[src/rtl/dbu_pkg.sv]
// Purpose: Constants for the doorbell message unit
// Assumes: 32-bit classic Wishbone, word-aligned byte addresses
// Notes: Offsets are byte addresses of 32-bit registers
package dbu_pkg;
	localparam int DBU_RX_DEPTH = 16;
	localparam int DBU_TX_DEPTH = 16;
	localparam int DBU_MSG_W = 16;
	localparam int DBU_LVL_W = 5;
	localparam int DBU_ADR_W = 8;
	localparam int DBU_TX_W = 18;

	localparam logic [7:0] DBU_OFF_RX_DATA = 8'h00;
	localparam logic [7:0] DBU_OFF_RX_STAT = 8'h04;
	localparam logic [7:0] DBU_OFF_TX_CTRL = 8'h08;
	localparam logic [7:0] DBU_OFF_TX_DATA = 8'h0C;
	localparam logic [7:0] DBU_OFF_TX_STAT = 8'h10;
	localparam logic [7:0] DBU_OFF_IRQ_STAT = 8'h14;
	localparam logic [7:0] DBU_OFF_IRQ_EN = 8'h18;
	localparam logic [7:0] DBU_OFF_IRQ_CLR = 8'h1C;

	// Interrupt bit layout
	localparam int DBU_IRQ_RX = 0;
	localparam int DBU_IRQ_OVR = 1;
	localparam int DBU_IRQ_W = 2;
	localparam logic [1:0] DBU_IRQ_EN_RST = 2'h3;

	// Tx control bit: keep successful completion records
	localparam int DBU_CTRL_KEEP = 0;
	localparam logic DBU_CTRL_KEEP_RST = 1'b1;

	localparam logic [31:0] DBU_ZERO = 32'h0000_0000;
endpackage

[src/rtl/dbu_doorbell_unit.sv]
// Purpose: Doorbell message unit with Rx queue and Tx completion buffer
// Assumes: Single clock, synchronous active-high reset, classic Wishbone
// Notes: Wishbone ack comes one cycle after the request is seen
//
// The implementer's own choices: the Wishbone register port and the register addresses.
`timescale 1ns/10ps
`default_nettype none

module dbu_doorbell_unit import dbu_pkg::*; (
	input wire logic clk_i,
	input wire logic rst_i,
	input wire logic wb_cyc_i,
	input wire logic wb_stb_i,
	input wire logic wb_we_i,
	input wire logic [DBU_ADR_W-1:0] wb_adr_i,
	input wire logic [3:0] wb_sel_i,
	input wire logic [31:0] wb_dat_i,
	output logic [31:0] wb_dat_o,
	output logic wb_ack_o,
	input wire logic rx_valid_i,
	input wire logic [DBU_MSG_W-1:0] rx_msg_i,
	output logic rx_ready_o,
	input wire logic done_valid_i,
	input wire logic done_ok_i,
	input wire logic [DBU_MSG_W-1:0] done_msg_i,
	output logic irq_o
);
	// -----------------------------------------------------------------
	// Storage
	// -----------------------------------------------------------------
	logic [DBU_MSG_W-1:0] rx_mem_r [DBU_RX_DEPTH];
	logic [DBU_MSG_W-1:0] rx_mem_nxt [DBU_RX_DEPTH];
	logic [3:0] rx_wp_r, rx_wp_nxt, rx_rp_r, rx_rp_nxt;
	logic [DBU_LVL_W-1:0] rx_lvl_r, rx_lvl_nxt;
	logic [DBU_TX_W-1:0] tx_mem_r [DBU_TX_DEPTH];
	logic [DBU_TX_W-1:0] tx_mem_nxt [DBU_TX_DEPTH];
	logic [3:0] tx_wp_r, tx_wp_nxt, tx_rp_r, tx_rp_nxt;
	logic [DBU_LVL_W-1:0] tx_lvl_r, tx_lvl_nxt;
	logic keep_success_records_r, keep_success_records_nxt;
	logic tx_done_overrun_r, tx_done_overrun_nxt;
	logic [DBU_IRQ_W-1:0] irq_en_r, irq_en_nxt;
	logic irq_r, irq_nxt;
	logic ack_r, ack_nxt;
	logic [31:0] dat_r, dat_nxt;
	logic rx_ready_r, rx_ready_nxt;

	function automatic logic [DBU_LVL_W-1:0] lvl_step(
		input logic [DBU_LVL_W-1:0] lvl, input logic inc, input logic dec);
		logic [DBU_LVL_W-1:0] r;
		r = lvl;
		if (inc && !dec) begin
			r = lvl + 5'h01;
		end else if (dec && !inc) begin
			r = lvl - 5'h01;
		end
		return r;
	endfunction

	// -----------------------------------------------------------------
	// Next-state logic
	// -----------------------------------------------------------------
	logic req, wr, rd, rx_push, rx_pop, tx_store, tx_pop, tx_full;
	logic [DBU_IRQ_W-1:0] stat;

	always_comb begin
		req = wb_cyc_i && wb_stb_i && !ack_r;
		wr = req && wb_we_i && wb_sel_i[0];
		rd = req && !wb_we_i;
		rx_mem_nxt = rx_mem_r;
		tx_mem_nxt = tx_mem_r;
		rx_push = rx_valid_i && rx_ready_r;
		rx_pop = rd && (wb_adr_i == DBU_OFF_RX_DATA) && (rx_lvl_r != 5'h00);
		tx_pop = rd && (wb_adr_i == DBU_OFF_TX_DATA) && (tx_lvl_r != 5'h00);
		tx_full = (tx_lvl_r == DBU_TX_DEPTH[DBU_LVL_W-1:0]);
		tx_store = done_valid_i && (!done_ok_i || keep_success_records_r);
		rx_wp_nxt = rx_wp_r;
		rx_rp_nxt = rx_rp_r;
		tx_wp_nxt = tx_wp_r;
		tx_rp_nxt = tx_rp_r;
		if (rx_push) begin
			rx_mem_nxt[rx_wp_r] = rx_msg_i;
			rx_wp_nxt = rx_wp_r + 4'h1;
		end
		if (rx_pop) begin
			rx_rp_nxt = rx_rp_r + 4'h1;
		end
		// A full buffer drops the record; a same-cycle read frees a slot
		if (tx_store && (!tx_full || tx_pop)) begin
			tx_mem_nxt[tx_wp_r] = {done_ok_i, 1'b1, done_msg_i};
			tx_wp_nxt = tx_wp_r + 4'h1;
		end
		if (tx_pop) begin
			tx_rp_nxt = tx_rp_r + 4'h1;
		end
		// Push and pop counted together, never lost
		rx_lvl_nxt = lvl_step(rx_lvl_r, rx_push, rx_pop);
		tx_lvl_nxt = lvl_step(tx_lvl_r, tx_store && (!tx_full || tx_pop), tx_pop);
		rx_ready_nxt = (rx_lvl_nxt < DBU_RX_DEPTH[DBU_LVL_W-1:0]);

		keep_success_records_nxt = keep_success_records_r;
		irq_en_nxt = irq_en_r;
		tx_done_overrun_nxt = tx_done_overrun_r;
		if (wr && wb_adr_i == DBU_OFF_TX_CTRL) begin
			keep_success_records_nxt = wb_dat_i[DBU_CTRL_KEEP];
		end
		if (wr && wb_adr_i == DBU_OFF_IRQ_EN) begin
			irq_en_nxt = wb_dat_i[DBU_IRQ_W-1:0];
		end
		if (wr && wb_adr_i == DBU_OFF_IRQ_CLR && wb_dat_i[DBU_IRQ_OVR]) begin
			tx_done_overrun_nxt = 1'b0;
		end
		if (tx_store && tx_full && !tx_pop) begin
			tx_done_overrun_nxt = 1'b1;
		end

		// Rx status is the live level, immune to push/pop races
		stat = {tx_done_overrun_nxt, rx_lvl_nxt != 5'h00};
		irq_nxt = |(stat & irq_en_nxt);

		ack_nxt = req;
		dat_nxt = DBU_ZERO;
		if (rd) begin
			case (wb_adr_i)
				DBU_OFF_RX_DATA: begin
					// Empty queue reads as zero, never stale storage
					dat_nxt = (rx_lvl_r != 5'h00) ?
						{15'h0000, 1'b1, rx_mem_r[rx_rp_r]} : DBU_ZERO;
				end
				DBU_OFF_RX_STAT: begin
					dat_nxt = {27'h0000000, rx_lvl_r};
				end
				DBU_OFF_TX_CTRL: begin
					dat_nxt = {31'h00000000, keep_success_records_r};
				end
				DBU_OFF_TX_DATA: begin
					dat_nxt = (tx_lvl_r != 5'h00) ?
						{14'h0000, tx_mem_r[tx_rp_r]} : DBU_ZERO;
				end
				DBU_OFF_TX_STAT: begin
					dat_nxt = {27'h0000000, tx_lvl_r};
				end
				DBU_OFF_IRQ_STAT: begin
					dat_nxt = {30'h00000000, tx_done_overrun_r, rx_lvl_r != 5'h00};
				end
				DBU_OFF_IRQ_EN: begin
					dat_nxt = {30'h00000000, irq_en_r};
				end
				default: begin
					dat_nxt = DBU_ZERO;
				end
			endcase
		end
	end

	// -----------------------------------------------------------------
	// Registers
	// -----------------------------------------------------------------
	// Queue storage: contents only matter below the level, so no reset
	always_ff @(posedge clk_i) begin
		rx_mem_r <= rx_mem_nxt;
		tx_mem_r <= tx_mem_nxt;
	end

	// -----------------------------------------------------------------
	// Rx queue pointers, level and ready
	// -----------------------------------------------------------------
	always_ff @(posedge clk_i) begin
		if (rst_i) begin
			rx_wp_r <= 4'h0;
			rx_rp_r <= 4'h0;
			rx_lvl_r <= 5'h00;
			rx_ready_r <= 1'b0;
		end else begin
			rx_wp_r <= rx_wp_nxt;
			rx_rp_r <= rx_rp_nxt;
			rx_lvl_r <= rx_lvl_nxt;
			rx_ready_r <= rx_ready_nxt;
		end
	end

	// -----------------------------------------------------------------
	// Tx completion buffer pointers and level
	// -----------------------------------------------------------------
	always_ff @(posedge clk_i) begin
		if (rst_i) begin
			tx_wp_r <= 4'h0;
			tx_rp_r <= 4'h0;
			tx_lvl_r <= 5'h00;
		end else begin
			tx_wp_r <= tx_wp_nxt;
			tx_rp_r <= tx_rp_nxt;
			tx_lvl_r <= tx_lvl_nxt;
		end
	end

	// -----------------------------------------------------------------
	// Control, overrun flag and interrupt
	// -----------------------------------------------------------------
	always_ff @(posedge clk_i) begin
		if (rst_i) begin
			keep_success_records_r <= DBU_CTRL_KEEP_RST;
			tx_done_overrun_r <= 1'b0;
			irq_en_r <= DBU_IRQ_EN_RST;
			irq_r <= 1'b0;
		end else begin
			keep_success_records_r <= keep_success_records_nxt;
			tx_done_overrun_r <= tx_done_overrun_nxt;
			irq_en_r <= irq_en_nxt;
			irq_r <= irq_nxt;
		end
	end

	// -----------------------------------------------------------------
	// Bus answer
	// -----------------------------------------------------------------
	always_ff @(posedge clk_i) begin
		if (rst_i) begin
			ack_r <= 1'b0;
			dat_r <= DBU_ZERO;
		end else begin
			ack_r <= ack_nxt;
			dat_r <= dat_nxt;
		end
	end

	assign wb_dat_o = dat_r;
	assign wb_ack_o = ack_r;
	assign rx_ready_o = rx_ready_r;
	assign irq_o = irq_r;
endmodule
`default_nettype wire

[config.mk]
export PLATFORM = sky130hd
export DESIGN_NAME = dbu_doorbell_unit
export DESIGN_NICKNAME = d
export VERILOG_FILES = /design/src/rtl/dbu_pkg.sv /design/src/rtl/dbu_doorbell_unit.sv
export SDC_FILE = /design/constraint.sdc
export NUM_CORES = 1
export LEC_CHECK = 0
export CAP_MARGIN = 40
export CELL_PAD_IN_SITES_DETAIL_PLACEMENT = 1
export CELL_PAD_IN_SITES_GLOBAL_PLACEMENT = 1
export CORE_MARGIN = 2
export CORE_UTILIZATION = 35
export DETAILED_ROUTE_END_ITERATION = 10
export DONT_BUFFER_PORTS = 1
export PLACE_DENSITY_LB_ADDON = 0.1
export SETUP_SLACK_MARGIN = 0.5
export SYNTH_ARGS = -nofsm -noshare
export SYNTH_HDL_FRONTEND = slang
export SYNTH_SLANG_ARGS = --single-unit
[constraint.sdc]
create_clock -name clk_i -period 3.8 [get_ports clk_i]
set_input_delay 0.19 -clock clk_i [delete_from_list [all_inputs] [get_ports clk_i]]
set_output_delay 0.19 -clock clk_i [all_outputs]
set_load 0.02 [all_outputs]
# == Yosys cells after proc, flatten, opt, wreduce, memory -nomap -nowiden ==
# Index checks and enable logic that the tools add are counted.
# word_totals
ff_bits,609
# op_classes
n_addsub,8
order_cmp,7
eq_ne,8
mux,22
bitwise_logic,6
n_reduce_logical,41
# ops
operator,n
$bwmux W288,1
$bwmux W256,1
$pmux W18 S7,1
$bmux W18 S4,1
$demux W18 S4,1
$mux W18,4
$bmux W16 S4,1
$demux W16 S4,1
$mux W16,3
$eq A8 B5 Y1 const B,4
$logic_and A1 B1 Y1,24
$ge A5 B5 Y1 const B,4
$mux W5,4
$not A4 Y5,4
$mux W17,1
$add A4 B1 Y4 const B,4
$eq A8 B4 Y1 const B,2
$reduce_bool A5 Y1,3
$add A5 B1 Y5 const B,2
$lt A5 B1 Y1 const B,2
$sub A5 B1 Y5 const B,2
$eq A8 B3 Y1 const B,1
$logic_not A1 Y1,8
$logic_not A8 Y1,1
9 further kinds,12

# == Longest topological paths before layout ==
# depth
word_depth,11
ltp_mapped,13

# == Least setup slack after synthesis ==
# Ideal clock, no wire load.
# synth_path
path_type,input to register
from,input port wb_adr_i[7]
to,"register tx_mem_r[234] in the netlist's numbering, enable pin"
arrival_ps,2776
required_ps,3388
path_slack_ps,611
path_stages,6
path_buffers,0
cell_sequence,or3_4 -> nor4_4 -> nand3_1 -> a31oi_4 -> nand2_1 -> nor3_1
# synth_between
elab_chain_cells,5
# synth_lines
element,line,rtl
start: declaration,dbu_doorbell_unit.sv:15,"input wire logic [DBU_ADR_W-1:0] wb_adr_i,"
$eq A8 B4 Y1,dbu_doorbell_unit.sv:73,tx_pop = rd && (wb_adr_i == DBU_OFF_TX_DATA) && (tx_lvl_r != 5'h00);
$logic_and A1 B1 Y1 (2 in series),dbu_doorbell_unit.sv:73,
$logic_or A1 B1 Y1,dbu_doorbell_unit.sv:88,if (tx_store && (!tx_full || tx_pop)) begin
$logic_and A1 B1 Y1,dbu_doorbell_unit.sv:88,
end signal: assignment,dbu_doorbell_unit.sv:161,tx_mem_r <= tx_mem_nxt;
end: declaration,dbu_doorbell_unit.sv:35,logic [DBU_TX_W-1:0] tx_mem_r [DBU_TX_DEPTH];
# Every way passes these cells.
# A chain may end at the register's enable or synchronous reset.

# == Final worst setup path ==
# layout_path
from,register ack_r (netlist: wb_ack_o)
to,register tx_lvl_r[4]
# layout_between
elab_chain_cells,10
elab_cells_between_ends,13
classes_between,1 x mux; 12 x reduce/logical
# layout_lines
element,line,rtl
start: declaration,dbu_doorbell_unit.sv:43,"logic ack_r, ack_nxt;"
start signal: assignment,dbu_doorbell_unit.sv:221,ack_r <= ack_nxt;
$logic_not A1 Y1 (*),dbu_doorbell_unit.sv:66,req = wb_cyc_i && wb_stb_i && !ack_r;
$logic_and A1 B1 Y1 (*),dbu_doorbell_unit.sv:66,
$logic_and A1 B1 Y1 (*),dbu_doorbell_unit.sv:68,rd = req && !wb_we_i;
$logic_and A1 B1 Y1 (*) (2 in series),dbu_doorbell_unit.sv:73,
$logic_or A1 B1 Y1,dbu_doorbell_unit.sv:97,"tx_lvl_nxt = lvl_step(tx_lvl_r, tx_store && (!tx_full || tx_pop), tx_pop);"
$logic_and A1 B1 Y1,dbu_doorbell_unit.sv:97,
$logic_not A1 Y1,dbu_doorbell_unit.sv:53,end else if (dec && !inc) begin
$logic_and A1 B1 Y1,dbu_doorbell_unit.sv:53,
$reduce_bool A2 Y1 (no source line),--,
end signal: assignment,dbu_doorbell_unit.sv:192,tx_lvl_r <= tx_lvl_nxt;
end: declaration,dbu_doorbell_unit.sv:38,"logic [DBU_LVL_W-1:0] tx_lvl_r, tx_lvl_nxt;"
# Every way passes the cells marked *; elsewhere a longest branch is shown, timed or not.

==> reports/qor.txt <==
status -> completed
total negative setup slack -> 0 ns
Setup WS pre-CTS -> 0.721 ns
initial antenna violation count -> 5
Netlist cell types -> 46
Worst-Skew Late Latency -> 0.59 ns
clk buf depth -> 3
Die Y -> 259 µm
post-synthesis sequential area ratio -> 74.3%
wirelength, routed -> 53.9 mm
crit path launch type -> flop
final worst setup slack -> 0.777 ns
hpwl dp -> 32.6 mm
CP Data Required Time -> 4.32 ns
#FFs+latches synth -> 579
Max-slew headroom -> 42.0%
global routing met1 resource utilization -> 22.8%
total number of vias -> 10800
Worst path top cell family by delay -> simple AND/OR/NAND/NOR gates
Pwr Density -> 514 nW/µm²
ranking of synthesized cells by area -> edfxtp_1 (70%), mux4_2 (15%), dfxtp_1 (4.5%)
DRT iter0 DRCs -> 725
CP max FO -> 5
Worst Clk Skew -> 0.0278 ns
GRT Overall Usage -> 16.5%
Setup Viol. Count Final -> 0
Yosys warning total -> 0
first-pass GRT wire length -> 80.3 mm
slowest cell on the critical path -> dfxtp_1
Final Hold Vio Count -> 0
clock root buffer master -> clkbuf_16
Via density -> 5.02
PortBufs -> 0
Final Util -> 41.5%
DR WL/cell -> 25.1 µm
fin crit share -> 79.6%
Worst-path clk slew -> 0.06 ns
Hold Crit Class -> in -> reg
Die W -> 259 µm
Worst Setup Path Type -> reg -> reg
share of layout cells above drive strength 1 -> 27.6%
met2 Track Usage GR -> 26.0%
met3 global-route usage -> 3.64%
Overflow after GRT -> 0
Die Footprint -> 67000 µm²
Crit path arrival time -> 3.55 ns
Syn Area/Cell -> 20.1 µm²
post-CTS setup buffers -> 0
Final ANT Viol Nets -> 0
slew of the pin with the lowest slew margin -> 0.864 ns
Max VDD drop -> 0.000264 V
Area Overhead vs Synth -> 17.5%
Critical Path Max Stage Delay -> 0.37 ns
Num CTS Buffers -> 67
Final min period -> 3.02 ns
CTS tree -> yes
Buf/Inv on CP -> 2
post-route DRC violation count -> 0
top cell type's share of synthesized area -> 69.8%
Core Footprint -> 64300 µm²
critical-path cell list -> nand3b_1 > nor4_4 > buf_4 > nand3_1 > a31oi_4 > ha_2 > inv_1 > ha_1 > a21o_1 > a21oi_1 > xnor2_1 > or3_1 > a21oi_1
# IOs -> 119
clock net sink count -> 579
Leakage -> 8.37 nW
PnR Total Power -> 13.7 mW
drt pass-1 iters -> 5
max frequency -> 0.331 GHz
Top Usage Layer GRT -> met2
gpl congestion -> 0.729
CP most frequent cell -> a21oi_1
Setup crit end kind -> flop
Mapped Cells -> 1129
initial core utilization -> 35.3%
fill count -> 6036
# rows -> 93
nets@finish -> 1352
vias in the first global route -> 12000
max-cap viol count -> 0
Final Slew Violations -> 0
largest net degree at the start of global routing -> 49
antenna fix cells -> 0
RSZ-0062 raised after global routing -> no
dominant cell type by area after synthesis -> edfxtp_1
Synth Cell Area -> 22700 µm²
H-tree Lvls -> 3
cells in the mapped netlist (all sizes together):
cell type	count
dfxtp	51
nor3	13
and4bb	1
inv	23
nor4	4
nand4b	2
nand3	10
or3	4
nand4	8
ha	18
mux4	150
xor2	12
conb	1
nand2	31
o31ai	1
nor4b	1
o22ai	11
or2	1
buf	35
nor2	72
nand3b	1
xnor2	8
a311oi	1
mux2	15
a21oi	25
o21ai	4
a21o	2
nor2b	5
a22oi	4
a32oi	1
clkbuf	39
a211oi	2
and3	1
fa	1
edfxtp	528
and2	2
mux2i	27
a31oi	1
nand2b	8
o221ai	5
cell type report:
class                      instances  area (µm²)  share of cell area, %
sequential                       579       16900                   63.3
tap                              855        1070                   4.01
timing repair buffer             112        1090                   4.07
multi-input combinational        466        5550                   20.8
inverter                          23        86.3                  0.323
clock buffer                      87        1830                   6.84
clock inverter                    28         195                  0.731
through the flow:
step / std cells / hold slack [ns] / instance area, µm²
global placement: 1981 / 0.261 / 24100
CTS: 2150 / 0.000369 / 26700
global route: 2150 / 0.0251 / 26700
floorplan: 1142 / 0.289 / 22800
finish: 2150 / 0.0248 / 26700
detailed placement: 1981 / 0.265 / 24100
cells in the final DEF, fill, tap and decap left out, drive strengths merged, types with 2 or more instances in the layout:
| cell | n |
|---|---|
| o221ai | 5 |
| xnor2 | 8 |
| conb | 14 |
| dlygate4sd3 | 53 |
| nand2 | 31 |
| nand3 | 10 |
| clkbuf | 87 |
| a21oi | 25 |
| nand2b | 8 |
| nor2 | 72 |
| clkinv | 23 |
| nor4 | 4 |
| nand4b | 2 |
| bufinv | 2 |
| edfxtp | 528 |
| a22oi | 4 |
| mux4 | 150 |
| a21o | 2 |
| and2 | 2 |
| xor2 | 12 |
| mux2i | 27 |
| dfxtp | 51 |
| or3 | 4 |
| mux2 | 15 |
| nor2b | 5 |
| inv | 23 |
| nand4 | 8 |
| o21ai | 4 |
| buf | 59 |
| ha | 18 |
| nor3 | 13 |
| clkinvlp | 3 |
| a211oi | 2 |
| o22ai | 11 |
power breakdown:
| group | total [mW] | switching, mW | leakage, nW | internal, mW |
|---|---|---|---|---|
| clock | 5.99 | 2.48 | 0.985 | 3.51 |
| combinational | 0.605 | 0.371 | 2.20 | 0.235 |
| sequential | 7.13 | 0.0660 | 5.18 | 7.06 |
| total | 13.7 | 2.92 | 8.37 | 10.8 |
worst reg2reg max path, delay by kind of cell (launching register included):
kind,cells,cell delay [ns]
AO/OA/AOI/OAI,4,0.75
AND/OR/NAND/NOR,4,0.93
XOR/XNOR,1,0.09
buffers and inverters,2,0.29
adder cells (fa/ha/maj),2,0.55
flip-flops,1,0.37
layer usage:
| layer | vias up | wire length (µm) |
|---|---|---|
| met5 | - | 60 |
| met4 | 10 | 1080 |
| met3 | 74 | 2680 |
| met2 | 208 | 25300 |
| met1 | 5720 | 24800 |
| li1 | 4778 | - |
state kept, by name, indices dropped and copies added, names as in the netlist:
name,count
rx_rp_r,4
keep_success_records_r,1
irq_o,1
rx_mem_r,256
rx_lvl_r,5
irq_en_r,2
rx_wp_r,4
tx_wp_r,4
rx_ready_o,1
tx_done_overrun_r,1
wb_dat_o,18
wb_ack_o,1
tx_mem_r,272
tx_rp_r,4
tx_lvl_r,5
repair_timing:
| action | 4_1_cts | 5_1_grt |
|---|---|---|
| endpoints found under the hold margin | 567 | 0 |
| gates resized for setup | 0 | 1 |
| endpoints found under the setup margin | 0 | 1 |
| hold buffers | 54 | 0 |
cell families after synthesis:
group / Yosys count / synth area share (%)
flip-flops: 579 / 74.3
multiplexers: 192 / 16.8
AND/OR/NAND/NOR: 164 / 3.45
buffers and inverters: 97 / 1.97
AO/OA/AOI/OAI: 57 / 1.62
XOR/XNOR: 20 / 0.771
adder cells (fa/ha/maj): 19 / 1.08
other: 1 / 0.0165
final timing paths:
kind | startpoint | endpoint | slack, ns | cells past startpoint
max | wb_ack_o | tx_lvl_r[4] | 0.78 | 13
max reg2reg | wb_ack_o | tx_lvl_r[4] | 0.78 | 13
min reg2reg | rx_wp_r[1] | rx_wp_r[1] | 0.54 | 2
min | wb_adr_i[3] | wb_dat_o[1] | 0.02 | 3
No activity file was read; power rests on OpenSTA's default activity.
